`src/hdl/ecl_pkg.sv`:
```
// Purpose: Constants for the EEPROM board configuration loader
// Assumes: 40 MHz hclk, 64 x 16 three-wire serial EEPROM
// Notes: Register offsets are byte addresses on AHB-Lite
package ecl_pkg;
  // Register byte offsets
  localparam logic [7:0] ECL_OFS_CONFIG = 8'h00;
  localparam logic [7:0] ECL_OFS_BASE = 8'h04;
  localparam logic [7:0] ECL_OFS_IA0 = 8'h08;
  localparam logic [7:0] ECL_OFS_IA1 = 8'h0c;
  localparam logic [7:0] ECL_OFS_IA2 = 8'h10;
  localparam logic [7:0] ECL_OFS_CTRL = 8'h14;
  localparam logic [7:0] ECL_OFS_PTR = 8'h18;
  localparam logic [7:0] ECL_OFS_GP = 8'h1c;
  // Control bit positions
  localparam int ECL_BIT_SEL = 0;
  localparam int ECL_BIT_RELOAD = 1;
  localparam int ECL_BIT_STORE = 2;
  // Reset and default values
  localparam logic [15:0] ECL_DEF_CONFIG = 16'h0000;
  localparam logic [15:0] ECL_DEF_BASE = 16'h0000;
  localparam logic [15:0] ECL_DEF_IA = 16'h0000;
  localparam logic [15:0] ECL_RST_CTRL = 16'h0000;
  // EEPROM map
  localparam logic [5:0] ECL_IA_ADDR = 6'h20;
  localparam logic [2:0] ECL_SLOT_DEFAULT = 3'h7;
  localparam int ECL_WORD_BITS = 16;
  localparam int ECL_ADDR_BITS = 6;
  // Serial opcodes: start bit then two op bits
  localparam logic [2:0] ECL_OP_READ = 3'h6;
  localparam logic [2:0] ECL_OP_WRITE = 3'h5;
  localparam logic [2:0] ECL_OP_EWEN = 3'h4;
  localparam logic [5:0] ECL_EWEN_ADDR = 6'h30;
  // Serial clock timing
  localparam int ECL_CLK_HZ = 40_000_000;
  localparam int ECL_SK_NS = 1000;
  localparam int ECL_HALF_CYC = (ECL_SK_NS * (ECL_CLK_HZ / 1_000_000) + 1999) / 2000;
  localparam int ECL_CS_LOW_CYC = 2 * ECL_HALF_CYC;
  localparam int ECL_FRAME_BITS = 9 + ECL_WORD_BITS;
  typedef enum logic [3:0] {
    ECL_IDLE = 4'h0,
    ECL_PICK = 4'h1,
    ECL_EWEN = 4'h3,
    ECL_SHIFT = 4'h2,
    ECL_BUSY = 4'h6,
    ECL_GAP = 4'h7,
    ECL_NEXT = 4'h5
  } ecl_state_t;
  typedef enum logic [1:0] {
    ECL_JOB_RD = 2'h0,
    ECL_JOB_WR = 2'h1
  } ecl_job_t;
endpackage

```
`src/hdl/ecl_loader.sv`:
```
// Purpose: Board setup loader and store engine for a serial EEPROM
// Assumes: Pins synchronous to hclk; AHB-Lite single word transfers
// Notes: Bus stalls with hreadyout low while an EEPROM access runs
//
// Overview of operation
// - After every hardware reset with EEPROM present, fetch setup values from EEPROM automatically.
// - Config word at slot times four, base word at slot times four plus one.
// - Station address always comes from EEPROM words 0x20 to 0x22.
// - Slot value seven loads only station address; other values stay default.
// - EEPROM is sixty-four sixteen-bit words; every access is a whole word.
// - Select zero reload updates config, base and station address registers.
// - Select zero store writes config and base to slot-selected words.
// - Low three control bits are select, reload, store; never stored or loaded.
// - Select one reload reads word at pointer low six bits into general register.
// - Select one store writes general register to word at pointer.
// - Reload and store both read high while an EEPROM access runs; here a control read also waits for the access, so both read low.
// - Other register accesses wait until the EEPROM access has finished.
// - With EEPROM absent, never touch it; registers keep defaults.
//
// The address map and register access over AHB-Lite were chosen for this implementation.
`timescale 1ns/1ps
module ecl_loader
  import ecl_pkg::*;
(
  // Clock and reset
  input wire logic hclk,
  input wire logic hresetn,
  // AHB-Lite slave
  input wire logic hsel,
  input wire logic [7:0] haddr,
  input wire logic [1:0] htrans,
  input wire logic hwrite,
  input wire logic [2:0] hsize,
  input wire logic [31:0] hwdata,
  output logic [31:0] hrdata,
  output logic hreadyout,
  output logic hresp,
  // Board straps
  input wire logic [2:0] slot_select_pins,
  input wire logic eeprom_present_pin,
  // Serial EEPROM
  output logic ee_cs,
  output logic ee_sk,
  output logic ee_di,
  input wire logic ee_do,
  // Loaded setup values
  output logic [15:0] config_out,
  output logic [15:0] base_out
);
  ecl_state_t st_r;
  ecl_job_t job_r;
  logic [15:0] config_r, base_r, ctrl_r, ptr_r, gp_r;
  logic [15:0] ia_r [0:2];
  logic [2:0] slot_r;
  logic present_r;
  logic auto_r;
  logic [2:0] step_r;
  logic [2:0] nsteps_r;
  logic [5:0] ee_addr_r;
  logic [15:0] wdata_r;
  logic [2:0] op_r;
  logic ewen_done_r;
  logic [24:0] shreg_r;
  logic [15:0] rdreg_r;
  logic [4:0] bitcnt_r;
  logic [7:0] tick_r;
  logic sk_r;
  logic [15:0] rd_word;
  logic [24:0] frame_w;
  logic busy;
  // AHB data phase
  logic ph_valid_r, ph_write_r;
  logic [7:0] ph_addr_r;
  logic start_rd, start_wr;

  assign busy = (st_r != ECL_IDLE);
  assign rd_word = {rdreg_r[14:0], ee_do};
  // Whole frame, start bit first
  assign frame_w = (op_r == ECL_OP_EWEN) ? {op_r, ECL_EWEN_ADDR, 16'h0000}
                                         : {op_r, ee_addr_r, wdata_r};

  // Straps sampled after reset release
  always_ff @(posedge hclk or negedge hresetn) begin
    if (!hresetn) begin
      auto_r <= 1'b1;
      slot_r <= 3'h0;
      present_r <= 1'b0;
    end else if (auto_r) begin
      auto_r <= 1'b0;
      slot_r <= slot_select_pins;
      present_r <= eeprom_present_pin;
    end
  end

  // Bus: address phase capture, stalled while busy
  always_ff @(posedge hclk or negedge hresetn) begin
    if (!hresetn) begin
      ph_valid_r <= 1'b0;
      ph_write_r <= 1'b0;
      ph_addr_r <= 8'h00;
    end else if (hreadyout) begin
      ph_valid_r <= hsel && htrans[1];
      ph_write_r <= hwrite;
      ph_addr_r <= haddr;
    end
  end

  // Ready drops when an access is pending or running
  always_ff @(posedge hclk or negedge hresetn) begin
    if (!hresetn) begin
      hreadyout <= 1'b0;
    end else begin
      hreadyout <= !(auto_r || busy || start_rd || start_wr);
    end
  end

  always_ff @(posedge hclk or negedge hresetn) begin
    if (!hresetn) begin
      hresp <= 1'b0;
    end else begin
      hresp <= 1'b0;
    end
  end

  assign start_wr = ph_valid_r && ph_write_r && hreadyout && ph_addr_r == ECL_OFS_CTRL
                    && hwdata[ECL_BIT_STORE] && present_r;
  assign start_rd = ph_valid_r && ph_write_r && hreadyout && ph_addr_r == ECL_OFS_CTRL
                    && hwdata[ECL_BIT_RELOAD] && present_r;

  // Read data; reload and store carry busy, which is always low when a read is taken
  always_ff @(posedge hclk or negedge hresetn) begin
    if (!hresetn) begin
      hrdata <= 32'h0000_0000;
    end else if (hsel && htrans[1] && !hwrite && hreadyout) begin
      if (haddr == ECL_OFS_CONFIG) begin
        hrdata <= {16'h0000, config_r};
      end else if (haddr == ECL_OFS_BASE) begin
        hrdata <= {16'h0000, base_r};
      end else if (haddr == ECL_OFS_IA0) begin
        hrdata <= {16'h0000, ia_r[0]};
      end else if (haddr == ECL_OFS_IA1) begin
        hrdata <= {16'h0000, ia_r[1]};
      end else if (haddr == ECL_OFS_IA2) begin
        hrdata <= {16'h0000, ia_r[2]};
      end else if (haddr == ECL_OFS_CTRL) begin
        hrdata <= {16'h0000, ctrl_r[15:3], busy, busy, ctrl_r[ECL_BIT_SEL]};
      end else if (haddr == ECL_OFS_PTR) begin
        hrdata <= {16'h0000, ptr_r};
      end else if (haddr == ECL_OFS_GP) begin
        hrdata <= {16'h0000, gp_r};
      end else begin
        hrdata <= 32'h0000_0000;
      end
    end
  end

  // Software writes to plain registers
  always_ff @(posedge hclk or negedge hresetn) begin
    if (!hresetn) begin
      ctrl_r <= ECL_RST_CTRL;
      ptr_r <= 16'h0000;
    end else if (ph_valid_r && ph_write_r && hreadyout) begin
      if (ph_addr_r == ECL_OFS_CTRL) begin
        ctrl_r <= {hwdata[15:3], 2'b00, hwdata[ECL_BIT_SEL]};
      end else if (ph_addr_r == ECL_OFS_PTR) begin
        ptr_r <= hwdata[15:0];
      end
    end
  end

  // Sequencer: picks EEPROM words for each job
  always_ff @(posedge hclk or negedge hresetn) begin
    if (!hresetn) begin
      st_r <= ECL_IDLE;
      job_r <= ECL_JOB_RD;
      step_r <= 3'h0;
      nsteps_r <= 3'h0;
      ee_addr_r <= 6'h00;
      wdata_r <= 16'h0000;
      op_r <= ECL_OP_READ;
      ewen_done_r <= 1'b0;
    end else begin
      case (st_r)
        ECL_IDLE: begin
          step_r <= 3'h0;
          ewen_done_r <= 1'b0;
          if (auto_r && eeprom_present_pin) begin
            job_r <= ECL_JOB_RD;
            st_r <= ECL_PICK;
          end else if (start_wr) begin
            job_r <= ECL_JOB_WR;
            st_r <= ECL_PICK;
          end else if (start_rd) begin
            job_r <= ECL_JOB_RD;
            st_r <= ECL_PICK;
          end
        end
        ECL_PICK: begin
          if (ctrl_r[ECL_BIT_SEL]) begin
            nsteps_r <= 3'h0;
            ee_addr_r <= ptr_r[5:0];
            wdata_r <= gp_r;
          end else if (job_r == ECL_JOB_WR) begin
            nsteps_r <= 3'h1;
            ee_addr_r <= {1'b0, slot_r, 1'b0, step_r[0]};
            wdata_r <= step_r[0] ? base_r : config_r;
          end else if (slot_r == ECL_SLOT_DEFAULT) begin
            nsteps_r <= 3'h2;
            ee_addr_r <= ECL_IA_ADDR + {3'h0, step_r};
          end else begin
            nsteps_r <= 3'h4;
            if (step_r >= 3'h2) begin
              ee_addr_r <= ECL_IA_ADDR + {3'h0, step_r - 3'h2};
            end else begin
              ee_addr_r <= {1'b0, slot_r, 1'b0, step_r[0]};
            end
          end
          if (job_r == ECL_JOB_WR && !ewen_done_r) begin
            op_r <= ECL_OP_EWEN;
            st_r <= ECL_EWEN;
          end else begin
            op_r <= (job_r == ECL_JOB_WR) ? ECL_OP_WRITE : ECL_OP_READ;
            st_r <= ECL_SHIFT;
          end
        end
        ECL_EWEN: begin
          ewen_done_r <= 1'b1;
          st_r <= ECL_SHIFT;
        end
        ECL_SHIFT: begin
          if (bitcnt_r == 5'd0 && tick_r == 8'd0 && sk_r) begin
            st_r <= (op_r == ECL_OP_WRITE) ? ECL_BUSY : ECL_GAP;
          end
        end
        ECL_BUSY: begin
          if (tick_r == 8'd0 && sk_r && ee_cs && ee_do) begin
            st_r <= ECL_GAP;
          end
        end
        ECL_GAP: begin
          if (tick_r == 8'd1) begin
            st_r <= (op_r == ECL_OP_EWEN) ? ECL_PICK : ECL_NEXT;
          end
        end
        ECL_NEXT: begin
          if (step_r == nsteps_r) begin
            st_r <= ECL_IDLE;
          end else begin
            step_r <= step_r + 3'h1;
            st_r <= ECL_PICK;
          end
        end
        default: st_r <= ECL_IDLE;
      endcase
    end
  end

  // Serial engine: shift out, sample on rising clock
  always_ff @(posedge hclk or negedge hresetn) begin
    if (!hresetn) begin
      shreg_r <= 25'h000_0000;
      rdreg_r <= 16'h0000;
      bitcnt_r <= 5'd0;
      tick_r <= 8'd0;
      sk_r <= 1'b0;
      ee_cs <= 1'b0;
      ee_sk <= 1'b0;
      ee_di <= 1'b0;
    end else if (st_r == ECL_EWEN || (st_r == ECL_PICK && op_r != ECL_OP_EWEN && ewen_done_r
                 && job_r == ECL_JOB_WR) || (st_r == ECL_PICK && job_r == ECL_JOB_RD)
                 || (st_r == ECL_PICK && ctrl_r[ECL_BIT_SEL] == 1'b0 && 1'b0)) begin
      tick_r <= 8'd0;
    end else if (st_r == ECL_SHIFT) begin
      ee_cs <= 1'b1;
      if (tick_r == 8'd0 && bitcnt_r == 5'd0 && !sk_r && !ee_cs) begin
        shreg_r <= {frame_w[23:0], 1'b0};
        ee_di <= frame_w[24];
        bitcnt_r <= (op_r == ECL_OP_EWEN) ? 5'd9 : 5'(ECL_FRAME_BITS);
        tick_r <= 8'(ECL_HALF_CYC - 1);
      end else if (tick_r != 8'd0) begin
        tick_r <= tick_r - 8'd1;
      end else if (!sk_r) begin
        if (bitcnt_r != 5'd0) begin
          bitcnt_r <= bitcnt_r - 5'd1;
        end
        sk_r <= 1'b1;
        ee_sk <= 1'b1;
        rdreg_r <= rd_word;
        tick_r <= 8'(ECL_HALF_CYC - 1);
      end else begin
        ee_di <= shreg_r[24];
        shreg_r <= {shreg_r[23:0], 1'b0};
        sk_r <= 1'b0;
        ee_sk <= 1'b0;
        tick_r <= 8'(ECL_HALF_CYC - 1);
      end
    end else if (st_r == ECL_BUSY) begin
      // Select low gap, then select high to poll ready
      ee_di <= 1'b0;
      if (ee_cs && !sk_r) begin
        ee_cs <= 1'b0;
        tick_r <= 8'(ECL_CS_LOW_CYC);
      end else if (!sk_r) begin
        if (tick_r != 8'd0) begin
          tick_r <= tick_r - 8'd1;
        end else begin
          ee_cs <= 1'b1;
          sk_r <= 1'b1;
          tick_r <= 8'(ECL_HALF_CYC - 1);
        end
      end else if (tick_r != 8'd0) begin
        tick_r <= tick_r - 8'd1;
      end
    end else if (st_r == ECL_GAP) begin
      ee_cs <= 1'b0;
      ee_sk <= 1'b0;
      sk_r <= 1'b0;
      ee_di <= 1'b0;
      tick_r <= ee_cs ? 8'(ECL_CS_LOW_CYC) : tick_r - 8'd1;
    end
  end

  // Registers loaded from EEPROM; select bits never touched
  always_ff @(posedge hclk or negedge hresetn) begin
    if (!hresetn) begin
      config_r <= ECL_DEF_CONFIG;
      base_r <= ECL_DEF_BASE;
      ia_r[0] <= ECL_DEF_IA;
      ia_r[1] <= ECL_DEF_IA;
      ia_r[2] <= ECL_DEF_IA;
      gp_r <= 16'h0000;
    end else if (st_r == ECL_NEXT && job_r == ECL_JOB_RD) begin
      if (ctrl_r[ECL_BIT_SEL]) begin
        gp_r <= rdreg_r;
      end else if (ee_addr_r[5]) begin
        ia_r[ee_addr_r[1:0]] <= rdreg_r;
      end else if (ee_addr_r[0]) begin
        base_r <= rdreg_r;
      end else begin
        config_r <= rdreg_r;
      end
    end else if (ph_valid_r && ph_write_r && hreadyout) begin
      if (ph_addr_r == ECL_OFS_CONFIG) begin
        config_r <= hwdata[15:0];
      end else if (ph_addr_r == ECL_OFS_BASE) begin
        base_r <= hwdata[15:0];
      end else if (ph_addr_r == ECL_OFS_IA0) begin
        ia_r[0] <= hwdata[15:0];
      end else if (ph_addr_r == ECL_OFS_IA1) begin
        ia_r[1] <= hwdata[15:0];
      end else if (ph_addr_r == ECL_OFS_IA2) begin
        ia_r[2] <= hwdata[15:0];
      end else if (ph_addr_r == ECL_OFS_GP) begin
        gp_r <= hwdata[15:0];
      end
    end
  end

  // Setup outputs
  always_ff @(posedge hclk or negedge hresetn) begin
    if (!hresetn) begin
      config_out <= ECL_DEF_CONFIG;
      base_out <= ECL_DEF_BASE;
    end else begin
      config_out <= config_r;
      base_out <= base_r;
    end
  end
endmodule

```
`config.mk`:
```
export PLATFORM = sky130hd
export DESIGN_NAME = ecl_loader
export DESIGN_NICKNAME = d
export VERILOG_FILES = /design/src/hdl/ecl_pkg.sv /design/src/hdl/ecl_loader.sv
export SDC_FILE = /design/constraint.sdc
export NUM_CORES = 1
export LEC_CHECK = 0
export BUFFER_PORTS_ARGS = -buffer_cell sky130_fd_sc_hd__buf_2
export CAP_MARGIN = 25
export CORE_ASPECT_RATIO = 0.6
export CORE_MARGIN = 2
export CORE_UTILIZATION = 55
export CTS_BUF_LIST = sky130_fd_sc_hd__clkbuf_2
export CTS_CLUSTER_DIAMETER = 30
export CTS_CLUSTER_SIZE = 10
export DETAILED_ROUTE_END_ITERATION = 10
export GPL_TIMING_DRIVEN = 1
export PLACE_DENSITY = 0.81
export REMOVE_ABC_BUFFERS = 1
export SETUP_SLACK_MARGIN = 0.05
export SYNTH_ARGS = -nofsm -noshare
export SYNTH_HDL_FRONTEND = slang
export SYNTH_SLANG_ARGS = --single-unit
```
`constraint.sdc`:
```
create_clock -name hclk -period 2.4 [get_ports hclk]
set_input_delay 0 -clock hclk [delete_from_list [all_inputs] [get_ports hclk]]
set_output_delay 0 -clock hclk [all_outputs]
set_load 0.01 [all_outputs]
```
# == Word-level counts from Yosys, hierarchy flattened ==
# Index checks and enable logic that the tools add are counted.
# Widths: inputs -> output; s select.
# totals
ff_bits,302
input_bits,54
out_inout_bits,69
word_cells,297
# classes
addsub,6
n_lt_le_gt_ge,3
n_eq_ne,54
mux,113
n_bitwise,6
n_reduce_logical,81
# ops
op,n
$mux 16,38
$mux 48,6
$mux 8,10
$mux 25,3
$eq 8x5->1 const B,8
$bwmux 48,1
$ne 2x2->1 const B,19
$demux 16 s2,1
$eq 8x4->1 const B,4
$mux 32,1
$pmux 4 s7,1
$logic_and 1x1->1,26
$reduce_bool 2->1,13
$mux 5,5
$reduce_and 5->1,5
$logic_not 8->1,3
$mux 1,24
$mux 4,6
$mux 6,4
$mux 22,1
$eq 8x3->1 const B,2
$reduce_and 4->1,4
$reduce_and 8->1,2
$mux 3,5
other kinds (39),71

# == Depth between registers and ports, before layout ==
# logic_depth
word_depth,9
depth_mapped,10
ltp_nobuf,7

# == Least setup slack after synthesis ==
# OpenSTA, ideal clock, no wires.
# synth_timing
kind,register -> register
start,register tick_r[0]
end,register rdreg_r[10]
setup_time_ns,0.125
arrival_ns,2.331
required_time_ns,2.275
slack_ns,-0.056
stages_incl_launch_ff,9
path_buffers,2
synth_period_minus_slack_ns,2.456
cell_sequence,dfrtp_1 inv_1 ha_1 or4b_1 buf_4 nor4_4 nor2_4 buf_6 mux2_4
# synth_via
elab_chain_cells,6
word_cells_on_any_way,8
classes_between,bitwise: 2; reduce/logical: 6
# synth_lines
element,line_no,text
"start, declared",ecl_loader.sv:66,logic [7:0] tick_r;
"start signal, assigned",ecl_loader.sv:279,tick_r <= 8'(ECL_HALF_CYC - 1);
"start signal, assigned",ecl_loader.sv:281,tick_r <= tick_r - 8'd1;
"start signal, assigned",ecl_loader.sv:289,tick_r <= 8'(ECL_HALF_CYC - 1);
$logic_not 8->1,ecl_loader.sv:275,if (tick_r == 8'd0 && bitcnt_r == 5'd0 && !sk_r && !ee_cs) begin
$logic_and 1x1->1 (3 in series),ecl_loader.sv:275,
$not 1->1 (no line),--,
$reduce_and 5->1 (no line) *,--,
"end signal, assigned",ecl_loader.sv:288,rdreg_r <= rd_word;
"end, declared",ecl_loader.sv:64,logic [15:0] rdreg_r;
# Every way passes the cells marked *; elsewhere a longest branch is shown, timed or not.
# A chain may end at the register's enable or synchronous reset.

# == Final worst setup path ==
# layout_timing
start,register bitcnt_r[1]
end,register rdreg_r[12]
# layout_via
elab_chain_cells,6
# layout_lines
element,line_no,text
"start, declared",ecl_loader.sv:65,logic [4:0] bitcnt_r;
"start signal, assigned",ecl_loader.sv:278,bitcnt_r <= (op_r == ECL_OP_EWEN) ? 5'd9 : 5'(ECL_FRAME_BITS);
"start signal, assigned",ecl_loader.sv:284,bitcnt_r <= bitcnt_r - 5'd1;
$logic_not 5->1,ecl_loader.sv:275,
$logic_and 1x1->1 (3 in series),ecl_loader.sv:275,
$not 1->1 (no line),--,
$reduce_and 5->1 (no line),--,
# Every way passes these cells.

==> results.yml <==
setup_path:
  crit_path_start_kind: "flop"
  cp.arrival_ps: 3270
  cp.required_ps: 3220
  critical_path_peak_fanout: 7
  worst_path_max_delay_cell: "sky130_fd_sc_hd__or4b_4"
  path_cells: "inv_2, ha_4, or4b_4, nor4_4, buf_12, nor2_4, buf_12, buf_12, mux2_4"
  critical_path.most_common_cell: "sky130_fd_sc_hd__buf_12"
  critPathKind: "reg -> reg"
  worstSetupEndpointType: "flop"
  cpPeakStageDelay_ps: 510
global_route:
  groute.usage.overall_pct: 32.0
  use_met3_pct: 11.2
  grt_antenna_before_repair: 2
  grt-busiest-layer: "met1"
  grt_max_degree: 65
  grt-ovfl-total: 0
  grt_pass1_wl_um: 63700
  global_route_met1_usage_pct: 48.9
  first_global_vias: 11094
  groute.layer.met2.usage_pct: 43.0
power:
  power.density_mw_per_mm2: 806
  netSwitchingFraction_pct: 36.4
  p_leak_uw: 0.00737
  pwr-share-clk_pct: 22.9
  register_share_of_total_power_pct: 46.9
  maximum_resistive_drop_on_vdd_v: 0.000590
  cell_internal_pwr_uw: 8440
  net-switching-power_uw: 4830
  pwr-share-comb_pct: 30.2
sta:
  number_of_hold_violations_in_the_final_report: 0
  setup_repair_after_global_routing_missed_its_margin: "yes"
  timing.max_slew.rel_slack_pct: 46.3
  timing.final.ws_setup_ps: -56.4
  finalSetupViolCount: 14
  worst_clock_skew_ps: 95.6
  holdWs_ps: 72.8
  finalCritPeriodShare_pct: 102
  layout_min_cycle_time_ps: 2460
  fmax_ghz: 0.407
  timing_max_transition_violations_final: 0
  tightestPinTransition_ps: 800
logic_synthesis:
  compound_gate_fraction_of_synth_area_pct: 17.5
  synth_xor_xnor_area_share_pct: 0.258
  synth.area.top_cells: "sky130_fd_sc_hd__dfrtp_1 52%, sky130_fd_sc_hd__mux2_2 6.8%, sky130_fd_sc_hd__a21oi_1 6.3%"
  synth-adder-area-share_pct: 0.737
  synth_top_family_by_area: "compound AO/OA/AOI/OAI gates"
  synth_ff_type: "sky130_fd_sc_hd__dfrtp_1"
  synthesis.area_per_instance_um2: 10.4
  ys_seq_area_share_pct: 51.9
  syn_inst: 1308
  post_synth_and_or_nand_nor_area_fraction_pct: 12.8
  post_synth_instance_area_mm2: 0.0136
  synth_top_area_cell: "sky130_fd_sc_hd__dfrtp_1"
  synth_cell_types: 77
  yosys_warnings: 0
  synth_async_reset_ratio_pct: 100
  synth_enable_flop_cells: 0
  synth_top_cell_area_share_pct: 51.6
  yosys_register_bits: 282
  yosys-mux-area-fraction_pct: 12.0
cts:
  insertion_delay_ps: 950
  clk_path_buf_depth: 3
  tritoncts: "yes"
  cts_made_buffers: 42
  worst_setup_hold_path_clk_slew_ps: 170
  htree_num_levels: 2
  clock-root-buffer: "sky130_fd_sc_hd__clkbuf_2"
  cts.sink_count: 282
placement:
  place.port_buffers: 85
  post-place-ws_ps: -44.2
  place.gp.congestion: 0.944
  hpwl_um: 26700
drt:
  first_iter_violations: 1676
  remaining_antenna_violation_count_after_routing: 0
  drt_pre_antenna_iters: 7
  final_wl_um: 41700
  route.vias.total: 11876
  wl_per_cell_um: 22.2
  post-route-drc-count: 0
  avgViaCountPerCell: 6.31
floorplan:
  rows: 44
  dieWidth_um: 207
  initial_utilization_pct: 56.1
  die_area_mm2: 0.0260
  die_height_um: 126
  boundaryPins: 123
  placeableCoreArea_mm2: 0.0242
finish:
  registers.top_by_ff_count: "ia_r"
  largest_register_ffs: 48
  registers_with_the_most_flip_flops: "ia_r x48, shreg_r x24"
  syn2layout_area_growth_pct: 21.2
  final_cell_utilization_of_the_core_pct: 68.0
  layout_cells_sized_above_1_pct: 25.6
  num_antenna_cells: 0
  design.final.nets: 1592
status:
  result_of_the_run: "complete, but fails checks"
  failed_checks: "negative setup slack"
job:
  timing.max_cap.violations: 0
hold_path:
  hold_path.class: "in -> reg"
==> metal layers <==
layer | wire length (um) | vias to the layer above | share of wire (%)
met2 | 17300 | 789 | 41
met1 | 17600 | 5809 | 42
met5 | 54 | - | 0.13
met4 | 899 | 2 | 2.2
met3 | 5870 | 114 | 14
li1 | - | 5162 | -
==> critical path, delay by kind of cell (launching register included) <==
kind | cells | cell delay (ps)
muxes | 1 | 280
DFF | 1 | 420
buffers and inverters | 4 | 530
adders and majority gates | 1 | 120
and+or+nand+nor | 3 | 990
==> Yosys cell counts, drive strengths merged, types with 27 or more instances <==
master	number
nor2	111
mux2i	53
nand2	85
inv	27
o21ai	82
a21oi	171
clkbuf	64
buf	45
dfrtp	280
mux2	91
a31oi	28
a22o	37
==> through the flow <==
step | area (um^2) | total power [uW] | TNS (ps) | std cells
2_1_floorplan | 13100 | 8180 | -257360 | 1216
3_3_place_gp | 14800 | 9610 | 0 | 1706
3_5_place_dp | 14800 | 9740 | -233 | 1707
4_1_cts | 16200 | 12900 | -87.4 | 1868
5_1_grt | 16500 | 14000 | -4200 | 1882
6_report | 16500 | 13300 | -509 | 1882
==> layout make-up <==
cell class	count	area (um^2)
sequential	282	7060
multi-input combinational	907	6080
fill	1816	7760
timing repair buffer	270	2310
inverter	27	101
clock buffer	50	250
clock inverter	24	262
tap	322	403
==> final timing paths <==
path	from	to	slack, ps	cells after the start
min	hwdata[4]	ptr_r[4]	70	3
max	bitcnt_r[1]	rdreg_r[12]	-60	9
min in group asynchronous	hresetn	hrdata[11]	190	4
min reg2reg	base_r[7]	base_out[7]	430	0
max reg2reg	bitcnt_r[1]	rdreg_r[12]	-60	9
max in group asynchronous	hresetn	base_out[4]	1480	5
==> power groups by stage <==
| stage | clock network, uW | registers [uW] | logic [uW] |
|---|---|---|---|
| after floorplan | 0 | 6240 | 1940 |
| after global placement | 0 | 6220 | 3390 |
| after detailed placement | 0 | 6240 | 3490 |
| after CTS | 3060 | 6160 | 3690 |
| after global routing | 3290 | 6310 | 4360 |
| final | 3040 | 6220 | 4020 |
==> what timing repair did <==
action,CTS,global route
gates resized for setup,8,33
hold endpoints to repair,442,1
setup endpoints to repair,31,76
setup buffers,9,10
hold buffers,77,1
pin swaps,3,11
cloned,1,3
==> kinds of logic after synthesis <==
family          Yosys count
compound gates          389
simple gates            342
flops                   282
mux                     146
buf+inv                 136
fa+ha+maj                 8
xor+xnor                  4
other cells               1
==> layout by cell type (no fill, tap or decap), types with 5 or more instances in the layout <==
master                            n
sky130_fd_sc_hd__or4_1           17
sky130_fd_sc_hd__inv_1           23
sky130_fd_sc_hd__dlygate4sd3_1   77
sky130_fd_sc_hd__ha_1             6
sky130_fd_sc_hd__a22oi_1         17
sky130_fd_sc_hd__nor3_1          10
sky130_fd_sc_hd__clkinvlp_4       5
sky130_fd_sc_hd__clkinv_2         5
sky130_fd_sc_hd__buf_2           84
sky130_fd_sc_hd__mux2i_1         53
sky130_fd_sc_hd__o21ai_0         54
sky130_fd_sc_hd__buf_6            6
sky130_fd_sc_hd__a22o_1          37
sky130_fd_sc_hd__mux2_2          82
sky130_fd_sc_hd__buf_12          14
sky130_fd_sc_hd__o21ai_1         25
sky130_fd_sc_hd__conb_1          18
sky130_fd_sc_hd__a21oi_1        171
sky130_fd_sc_hd__nand2_1         82
sky130_fd_sc_hd__buf_4           81
sky130_fd_sc_hd__nor2b_1         18
sky130_fd_sc_hd__nand3_1         26
sky130_fd_sc_hd__nor3b_1          5
sky130_fd_sc_hd__mux2_4           9
sky130_fd_sc_hd__clkbuf_2        50
sky130_fd_sc_hd__nand2b_1         8
sky130_fd_sc_hd__inv_2            6
sky130_fd_sc_hd__or3_1           20
sky130_fd_sc_hd__a32o_1          15
sky130_fd_sc_hd__nor2_1         108
sky130_fd_sc_hd__a31oi_1         28
sky130_fd_sc_hd__bufinv_16        5
sky130_fd_sc_hd__dfrtp_1        277
Note: power is estimated with default switching activity, not from simulation.
